<file path="config.mk">
export PLATFORM = sky130hd
export DESIGN_NAME = reset_sequencer
export DESIGN_NICKNAME = d
export VERILOG_FILES = /design/src/rst_seq_pkg.sv /design/src/reset_sequencer.sv
export SDC_FILE = /design/constraint.sdc
export NUM_CORES = 1
export LEC_CHECK = 0
export ABC_AREA = 1
export BUFFER_PORTS_ARGS = -buffer_cell sky130_fd_sc_hd__buf_4
export CAP_MARGIN = 20
export CORE_MARGIN = 3
export CORE_UTILIZATION = 40
export DETAILED_ROUTE_END_ITERATION = 8
export MAX_ROUTING_LAYER = met4
export PLACE_DENSITY = 0.63
export SLEW_MARGIN = 20
export SYNTH_ARGS = -nofsm -noshare
export SYNTH_HDL_FRONTEND = slang
export SYNTH_SLANG_ARGS = --single-unit
</file>
<file path="constraint.sdc">
create_clock -name REF_CLK -period 2.6 [get_ports REF_CLK]
set_input_delay 0.52 -clock REF_CLK [delete_from_list [all_inputs] [get_ports REF_CLK]]
set_output_delay 0.52 -clock REF_CLK [all_outputs]
set_load 0.02 [all_outputs]
</file>
<file path="src/rst_seq_pkg.sv">
// Constants, register map and states of the reset sequencer.
// Shared by the sequencer module and by anything that decodes its registers.
package rst_seq_pkg;
    // Register byte addresses on the classic Wishbone slave
    localparam logic [7:0] ADR_CAUSE = 8'h00;
    localparam logic [7:0] ADR_IRQ_STAT = 8'h04;
    localparam logic [7:0] ADR_IRQ_EN = 8'h08;
    localparam logic [7:0] ADR_IRQ_CLR = 8'h0c;

    // Bit positions in the reset cause register; bit 0 is reserved, reads 0
    localparam int F_LOWV = 1;
    localparam int F_MON = 2;
    localparam int F_BADADR = 3;
    localparam int F_BADOP = 4;
    localparam int F_WDOG = 5;
    localparam int F_PIN = 6;
    localparam int F_POR = 7;
    localparam logic [7:0] CAUSE_POR_RST = 8'h80;

    // Interrupt status bits
    localparam int IRQ_W = 3;
    localparam int I_DONE = 0;
    localparam int I_LATE = 1;
    localparam int I_LOWV = 2;
    localparam logic [2:0] IRQ_RST = 3'h0;

    // Sequence timing in reference clock cycles; clock period in ps, minimum low time in ns
    localparam int CNT_W = 13;
    localparam int STAB_CYC = 4096;
    localparam int PIN_DRIVE_CYC = 32;
    localparam int HOLD_CYC = 32;
    localparam int CLK_PERIOD_PS = 8000;
    localparam int MIN_LOW_NS = 100;
    localparam int MIN_LOW_CYC = (MIN_LOW_NS * 1000 + CLK_PERIOD_PS - 1) / CLK_PERIOD_PS;
    localparam int WDOG_W = 20;
    localparam int BUS_DIV = 4;

    localparam logic [15:0] VECTOR_ADDR = 16'hfffe;

    typedef enum logic [2:0] {S_IDLE, S_STAB, S_LOWV, S_DRIVE, S_HOLD, S_EXT} seq_state_e;
endpackage

</file>
<file path="src/reset_sequencer.sv">
// Reset sequencer with reset cause log, watchdog and interrupt status.
// Assumes a single 125 MHz reference clock, a CPU on the same clock for
// the event inputs, and an external pull-up on the open-drain reset pin.
//
// Functional notes
// - Any reset aborts the CPU at once; restart loads the vector at the top address.
// - Leaving reset, the bus clock is the reference clock divided by four.
// - Outside party holding pin low for minimum time causes external reset, flag set.
// - Every internal source drives the reset pin low for 32 cycles.
// - After pin release following internal reset, hold in reset 32 more cycles.
// - Power-on: clocks gated and pin driven low for 4096 stabilization cycles.
// - Power-on and low-voltage: pin released at 32, CPU fetch at 64 after delay.
// - Power-on sets its own flag and clears every other flag.
// - Watchdog overflow resets and sets its flag; writing the watchdog location prevents it.
// - Low supply drives pin low; after recovery, 4096 gated cycles, then flag set.
// - Bad opcode, or stop while stop is disabled, resets and sets bad-opcode flag.
// - Opcode fetch from unmapped address resets and sets flag; data fetch does not.
// - Cause register is read-only; a read clears all flags, nothing but power-on else does.
// - Flags from several resets stay set together until read.
// - Pin sampled 32 cycles after release; still low also sets external flag.
// - Forced monitor mode entry resets and sets the monitor-entry flag.
//
// The Wishbone register port and the register addresses are this design's own decisions.
`timescale 1ns/1ps
module reset_sequencer #(
    parameter int WDOG_CYCLES = 262144
) (
    input wire logic REF_CLK, // Reference clock
    input wire logic RESETN, // Power-on reset, synchronous, active low
    input wire logic RST_PIN_I, // Reset pin level, asynchronous
    output logic RST_PIN_O, // Reset pin drive value, always low
    output logic RST_PIN_OE_N, // Low while the pin is driven low
    input wire logic LOW_SUPPLY, // Supply below rising trip level, asynchronous
    input wire logic BAD_OPCODE, // Pulse, opcode outside the set
    input wire logic STOP_EXEC, // Pulse, stop instruction executed
    input wire logic STOP_ENABLE, // Stop-enable bit of system_config_one
    input wire logic FETCH_UNMAPPED, // Pulse, fetch from unmapped address
    input wire logic FETCH_IS_OPCODE, // Qualifies FETCH_UNMAPPED as opcode fetch
    input wire logic MONITOR_ENTRY, // Pulse, forced monitor mode entry
    input wire logic WDOG_KICK, // Pulse, write to the watchdog location
    output logic CPU_RESET, // CPU held in reset, aborts at once
    output logic CLOCKS_GATED, // CPU and module clocks held inactive
    output logic VECTOR_FETCH, // Pulse, start of the vector fetch
    output logic [15:0] VECTOR_ADDR, // Address of the reset vector
    output logic BUS_CLK, // Bus clock, reference divided by four
    output logic IRQ, // Level interrupt
    input wire logic WB_CYC_I, // Wishbone cycle
    input wire logic WB_STB_I, // Wishbone strobe
    input wire logic WB_WE_I, // Wishbone write enable
    input wire logic [7:0] WB_ADR_I, // Wishbone byte address
    input wire logic [3:0] WB_SEL_I, // Wishbone byte selects
    input wire logic [31:0] WB_DAT_I, // Wishbone write data
    output logic [31:0] WB_DAT_O, // Wishbone read data
    output logic WB_ACK_O // Wishbone acknowledge
);
    rst_seq_pkg::seq_state_e st_r, st_nxt;
    logic [rst_seq_pkg::CNT_W-1:0] cnt_r;
    logic pin_m_r, pin_s_r, sup_m_r, sup_s_r;
    logic [rst_seq_pkg::CNT_W-1:0] low_cnt_r;
    logic [rst_seq_pkg::WDOG_W-1:0] wd_cnt_r;
    logic lowsup_mode_r, oe_n_r, gated_r, vec_r;
    logic [1:0] bdiv_r;
    logic [7:0] cause_r, set_vec;
    logic [rst_seq_pkg::IRQ_W-1:0] ist_r, ien_r, iset;
    logic ack_r;
    logic [31:0] dat_r;
    logic req, rd_cause, wd_trig, ext_trig, int_trig, cnt_end, sample_now, stab_done;

    // Two-stage synchronisers for the pin and the supply detector
    always_ff @(posedge REF_CLK) begin
        if (!RESETN) begin
            pin_m_r <= 1'b1;
            pin_s_r <= 1'b1;
            sup_m_r <= 1'b0;
            sup_s_r <= 1'b0;
        end else begin
            pin_m_r <= RST_PIN_I;
            pin_s_r <= pin_m_r;
            sup_m_r <= LOW_SUPPLY;
            sup_s_r <= sup_m_r;
        end
    end

    // Outside low pulse must last the minimum low time
    always_ff @(posedge REF_CLK) begin
        if (!RESETN || pin_s_r || st_r != rst_seq_pkg::S_IDLE) begin
            low_cnt_r <= '0;
        end else if (!ext_trig) begin
            low_cnt_r <= low_cnt_r + 1'b1;
        end
    end
    assign ext_trig = low_cnt_r == rst_seq_pkg::CNT_W'(rst_seq_pkg::MIN_LOW_CYC - 1);

    // Watchdog counter, cleared by software writes to its location
    always_ff @(posedge REF_CLK) begin
        if (!RESETN || WDOG_KICK || st_r != rst_seq_pkg::S_IDLE) begin
            wd_cnt_r <= '0;
        end else begin
            wd_cnt_r <= wd_cnt_r + 1'b1;
        end
    end
    assign wd_trig = wd_cnt_r == rst_seq_pkg::WDOG_W'(WDOG_CYCLES - 1);

    // Internal sources, accepted only while running; low-voltage and late-pin flags set during the sequence
    always_comb begin
        set_vec = 8'h00;
        if (st_r == rst_seq_pkg::S_IDLE) begin
            set_vec[rst_seq_pkg::F_WDOG] = wd_trig;
            set_vec[rst_seq_pkg::F_BADOP] = BAD_OPCODE | (STOP_EXEC & ~STOP_ENABLE);
            set_vec[rst_seq_pkg::F_BADADR] = FETCH_UNMAPPED & FETCH_IS_OPCODE;
            set_vec[rst_seq_pkg::F_MON] = MONITOR_ENTRY;
            set_vec[rst_seq_pkg::F_PIN] = ext_trig;
        end
        set_vec[rst_seq_pkg::F_LOWV] = stab_done & lowsup_mode_r;
        set_vec[rst_seq_pkg::F_PIN] = set_vec[rst_seq_pkg::F_PIN] | (sample_now & ~pin_s_r);
    end
    assign int_trig = |set_vec[rst_seq_pkg::F_WDOG:rst_seq_pkg::F_MON];

    assign cnt_end = (st_r == rst_seq_pkg::S_STAB) ?
        (cnt_r == rst_seq_pkg::CNT_W'(rst_seq_pkg::STAB_CYC - 1)) :
        (st_r == rst_seq_pkg::S_DRIVE) ?
        (cnt_r == rst_seq_pkg::CNT_W'(rst_seq_pkg::PIN_DRIVE_CYC - 1)) :
        (cnt_r == rst_seq_pkg::CNT_W'(rst_seq_pkg::HOLD_CYC - 1));
    assign stab_done = st_r == rst_seq_pkg::S_STAB && cnt_end && !sup_s_r;
    assign sample_now = st_r == rst_seq_pkg::S_HOLD && cnt_end;

    always_comb begin
        st_nxt = st_r;
        case (st_r)
            rst_seq_pkg::S_IDLE: begin
                if (sup_s_r) begin
                    st_nxt = rst_seq_pkg::S_LOWV;
                end else if (int_trig) begin
                    st_nxt = rst_seq_pkg::S_DRIVE;
                end else if (ext_trig) begin
                    st_nxt = rst_seq_pkg::S_EXT;
                end
            end
            rst_seq_pkg::S_LOWV: begin
                if (!sup_s_r) begin
                    st_nxt = rst_seq_pkg::S_STAB;
                end
            end
            rst_seq_pkg::S_STAB: begin
                if (sup_s_r) begin
                    st_nxt = rst_seq_pkg::S_LOWV;
                end else if (cnt_end) begin
                    st_nxt = rst_seq_pkg::S_DRIVE;
                end
            end
            rst_seq_pkg::S_DRIVE: begin
                if (sup_s_r) begin
                    st_nxt = rst_seq_pkg::S_LOWV;
                end else if (cnt_end) begin
                    st_nxt = rst_seq_pkg::S_HOLD;
                end
            end
            rst_seq_pkg::S_HOLD: begin
                if (sup_s_r) begin
                    st_nxt = rst_seq_pkg::S_LOWV;
                end else if (cnt_end) begin
                    st_nxt = rst_seq_pkg::S_IDLE;
                end
            end
            rst_seq_pkg::S_EXT: begin
                if (sup_s_r) begin
                    st_nxt = rst_seq_pkg::S_LOWV;
                end else if (pin_s_r) begin
                    st_nxt = rst_seq_pkg::S_HOLD;
                end
            end
            default: st_nxt = rst_seq_pkg::S_IDLE;
        endcase
    end

    // Power-on starts in the stabilization delay
    always_ff @(posedge REF_CLK) begin
        if (!RESETN) begin
            st_r <= rst_seq_pkg::S_STAB;
            cnt_r <= '0;
        end else begin
            st_r <= st_nxt;
            cnt_r <= (st_nxt != st_r) ? '0 : cnt_r + 1'b1;
        end
    end

    // Remembers that the delay follows a low-supply episode
    always_ff @(posedge REF_CLK) begin
        if (!RESETN) begin
            lowsup_mode_r <= 1'b0;
        end else if (st_r == rst_seq_pkg::S_LOWV) begin
            lowsup_mode_r <= 1'b1;
        end else if (st_r == rst_seq_pkg::S_DRIVE) begin
            lowsup_mode_r <= 1'b0;
        end
    end

    // Pin and clock gate registered from the next state, vector pulse from the hold end
    always_ff @(posedge REF_CLK) begin
        if (!RESETN) begin
            oe_n_r <= 1'b0;
            gated_r <= 1'b1;
            vec_r <= 1'b0;
        end else begin
            oe_n_r <= !(st_nxt == rst_seq_pkg::S_LOWV || st_nxt == rst_seq_pkg::S_STAB ||
                        st_nxt == rst_seq_pkg::S_DRIVE);
            gated_r <= st_nxt == rst_seq_pkg::S_LOWV || st_nxt == rst_seq_pkg::S_STAB;
            vec_r <= sample_now && !sup_s_r;
        end
    end
    assign RST_PIN_O = 1'b0;
    assign RST_PIN_OE_N = oe_n_r;
    assign CLOCKS_GATED = gated_r;
    assign VECTOR_FETCH = vec_r;
    assign VECTOR_ADDR = rst_seq_pkg::VECTOR_ADDR;
    assign CPU_RESET = st_r != rst_seq_pkg::S_IDLE || int_trig || sup_s_r || ext_trig;

    // Bus clock divider, restarted by every reset
    always_ff @(posedge REF_CLK) begin
        if (!RESETN || CPU_RESET) begin
            bdiv_r <= 2'h0;
        end else begin
            bdiv_r <= bdiv_r + 2'((rst_seq_pkg::BUS_DIV) / 4);
        end
    end
    assign BUS_CLK = bdiv_r[1];

    // Wishbone slave, one wait-free answer a cycle after the request
    assign req = WB_CYC_I && WB_STB_I && !ack_r;
    assign rd_cause = req && !WB_WE_I && WB_ADR_I == rst_seq_pkg::ADR_CAUSE;

    always_ff @(posedge REF_CLK) begin
        if (!RESETN) begin
            ack_r <= 1'b0;
            dat_r <= 32'h0;
        end else begin
            ack_r <= req;
            if (req && !WB_WE_I) begin
                case (WB_ADR_I)
                    rst_seq_pkg::ADR_CAUSE: dat_r <= {24'h0, cause_r};
                    rst_seq_pkg::ADR_IRQ_STAT: dat_r <= {29'h0, ist_r};
                    rst_seq_pkg::ADR_IRQ_EN: dat_r <= {29'h0, ien_r};
                    default: dat_r <= 32'h0;
                endcase
            end
        end
    end
    assign WB_ACK_O = ack_r;
    assign WB_DAT_O = dat_r;

    // Cause log: power-on leaves only its own flag, a read clears, sets win
    always_ff @(posedge REF_CLK) begin
        if (!RESETN) begin
            cause_r <= rst_seq_pkg::CAUSE_POR_RST;
        end else begin
            cause_r <= (rd_cause ? 8'h00 : cause_r) | set_vec;
        end
    end

    // Interrupt status, enable and write-one-to-clear
    assign iset = {sup_s_r & ~lowsup_mode_r, sample_now & ~pin_s_r, vec_r};
    always_ff @(posedge REF_CLK) begin
        if (!RESETN) begin
            ist_r <= rst_seq_pkg::IRQ_RST;
            ien_r <= rst_seq_pkg::IRQ_RST;
        end else begin
            if (req && WB_WE_I && WB_SEL_I[0] && WB_ADR_I == rst_seq_pkg::ADR_IRQ_CLR) begin
                ist_r <= (ist_r & ~WB_DAT_I[rst_seq_pkg::IRQ_W-1:0]) | iset;
            end else begin
                ist_r <= ist_r | iset;
            end
            if (req && WB_WE_I && WB_SEL_I[0] && WB_ADR_I == rst_seq_pkg::ADR_IRQ_EN) begin
                ien_r <= WB_DAT_I[rst_seq_pkg::IRQ_W-1:0];
            end
        end
    end
    assign IRQ = |(ist_r & ien_r);
endmodule

</file>
==> metrics <==
status=finished, final reports clean; Max-Cap Viols=0; GRT overflow=0; total CTS buffers=9; Tcrit/Tclk final=93.0%; filler-free cell count of the finished design=about 740; FFs w/ async S/R, synth=0%; CTS Root Cell=clkbuf_8; Clk Latency, worst-skew pair=roughly 0.34 ns; CTS tree=yes; Hold-fix buffers, CTS=0; maximum VDD drop=a little over 0.0005 V; antenna violations before repair=0; Hold Crit Class=in -> reg; share of cells above drive strength 1=a little under a fifth; routability cong.=roughly 0.83; Critical Path RT=about 2.1 ns; die area=around 0.011 sq mm; Synth top area share=roughly two fifths; total negative slack=0 ns; final net count=660; Syn Inst Count=between 500 and 600; Post-synth EDFFs=0; Avg Vias per Cell=approximately 4.5; vias in the first global route=3168; max_slew headroom=66.7%; # DRC=0; most common cell after layout, fill and taps aside=nand2_1; Synth area leaders=dfxtp_1 (40%), nand2_1 (8.6%), buf_4 (7.6%), inv_1 (6.1%), nor2_1 (5.8%); placed instance area=0.00437 sq mm; diode count=0; WL/cell=between 10 and 15 microns; H-tree depth=3; Max Fclk=between 400 and 500 MHz; predominant post-synthesis flop cell=dfxtp_1; Area growth syn-to-layout=11.8%; Die H=between 100 and 150 microns; Crit Path Class=reg -> out; Worst Path Arrival=approximately 1.9 ns; Worst Clk Skew=approximately 0.0076 ns; Tmin final=2.42 ns; Worst Setup End Kind=output port; row count=36; RSZ-0062 raised after global routing=false; dpl cells=a little over 700; Hold Vio Cnt, Final=0; IO Port Bufs=40; core area=around 0.01 sq mm; CP max FO=5; DP Wirelength=roughly 5.8 mm; Num Clock Sinks=81; hold_ws=roughly 0.35 ns; Netlist Area Pre-Place=0.00406 sq mm; Mean Syn Cell Area=7.38 sq um; largest net degree at the start of global routing=24; fin. max-slew vios=0; Final setup viols=0; Post-Route WL=between 7 and 8 mm; initial core utilization=41.4%; routed vias=roughly 3300; global-route wire length before repair=13.1 mm; CP Launch Type=flop; sequential area share after synthesis=between 30 and 40%; area leader, netlist=dfxtp_1; post-route cell area=~0.0045 sq mm; synthesized flop and latch total=between 80 and 90; DRT Pass-1 Iters=4; Post-CTS Setup Inserts=0; Clk pin slew, worst setup/hold paths=approximately 0.08 ns; Leak=between 1.5 and 2 nW; Power Density=639 mW/mm^2; Tot GR Track Use=14.2%; Ports=around 110; Least-Margin Pin Slew=about 0.50 ns; die extent in x=roughly 110 microns; Distinct cells, synth=between 40 and 50; Longest Clk Path Bufs=2; Yosys warnings=0; initial DRC count=roughly 150; most frequent cells in the layout=nand2_1 (93), dfxtp_1 (81), inv_1 (66), nor2_1 (63), a21oi_1 (46); Final ANT Viol Nets=0
## logic make-up (layout without fill, tap and decap cells)
kind of cell	count (synthesis)	in the layout	share of synthesized area, %
simple gates	254	254	30.2
buf+inv	119	132	15.0
flops	81	81	39.9
compound gates	78	78	10.7
xor+xnor	13	13	2.80
fa+ha+maj	4	4	1.23
other cells	2	41	0.185
## final cells by class
| cell class | count | area (sq um) |
|---|---|---|
| Fill cell | 1023 | 5280 |
| Multi-Input combinational cell | 390 | 1980 |
| Sequential cell | 81 | 1620 |
| Timing Repair Buffer | 43 | 323 |
| Inverter | 73 | 275 |
| Tap cell | 133 | 166 |
| Clock buffer | 11 | 141 |
| Clock inverter | 5 | 31.3 |
## timing repair
item                                    4_1_cts  5_1_grt
resized for setup                             0        1
endpoints found under the setup margin        0        1
hold endpoints to repair                      0        0
## through the flow
stage	setup slack (ns)	utilization, %	total power [W]
after floorplan	0.740	-	0.00202
after global routing	0.0253	46.3	0.00309
final	0.182	46.3	0.00290
after CTS	0.0909	46.2	0.00294
after global placement	0.301	44.5	0.00211
after detailed placement	0.288	44.5	0.00213
## synthesized netlist by cell type, types with 2 or more instances
library cell   n
nand3_2        2
or2_2          4
nand2_1       93
nand3_1       27
nand3_4        2
a211oi_1       2
ha_1           4
buf_4         41
xor2_1         5
conb_1         2
a21oi_1       46
xnor2_1        8
nor2_4         4
dfxtp_1       81
nor2_1        63
clkbuf_1       4
o21ai_0       19
nor3_1        13
nor2_2        17
nand4_1       11
a221oi_1       2
nand2_2        9
inv_2          5
inv_1         66
o21a_1         2
nand2_4        4
## worst max-delay path, stage by stage (launching register included)
cell,delay [ns]
dfxtp_1,0.38
ha_1,0.20
nand2_2,0.09
nor2_4,0.12
nand2_2,0.09
nor2_4,0.17
nand3_4,0.13
nand2_4,0.10
nor3_2,0.05
nand2_1,0.08
buf_4,0.15
## path summary, 6_finish.rpt
path | slack (ns) | cells after the start | startpoint | endpoint
setup / recovery | 0.18 | 10 | wd_cnt_r[0]$_SDFF_PP0_ | CPU_RESET
hold / removal | 0.35 | 3 | LOW_SUPPLY | sup_m_r$_SDFF_PN0_
setup reg to reg | 0.42 | 13 | cnt_r[0]$_SDFF_PP0_ | cnt_r[10]$_SDFF_PP0_
hold reg to reg | 0.42 | 2 | sup_m_r$_SDFF_PN0_ | sup_s_r$_SDFF_PN0_
## power by group
part           internal [W]  switching [W]
Clock              0.000370       0.000432
Sequential          0.00130      0.0000532
Combinational      0.000257       0.000488
Total               0.00193       0.000973
## flip-flops by register name, indices dropped and copies added (netlist names), 2 cells and up
name	cells
wd_cnt_r	20
cnt_r	13
low_cnt_r	13
WB_DAT_O	8
cause_r	7
ien_r	3
ist_r	3
st_r	3
bdiv_r	2
## metal layers
layer  global-route usage (%)  up-vias  wire length, microns
met1                     16.7     1486                  3580
met5                        -        -                     0
met4                     5.02        0                    70
met2                     23.6       84                  3480
li1                         -     1768                     -
met3                     3.79        6                   439
Note: power is estimated with default switching activity, not from simulation.
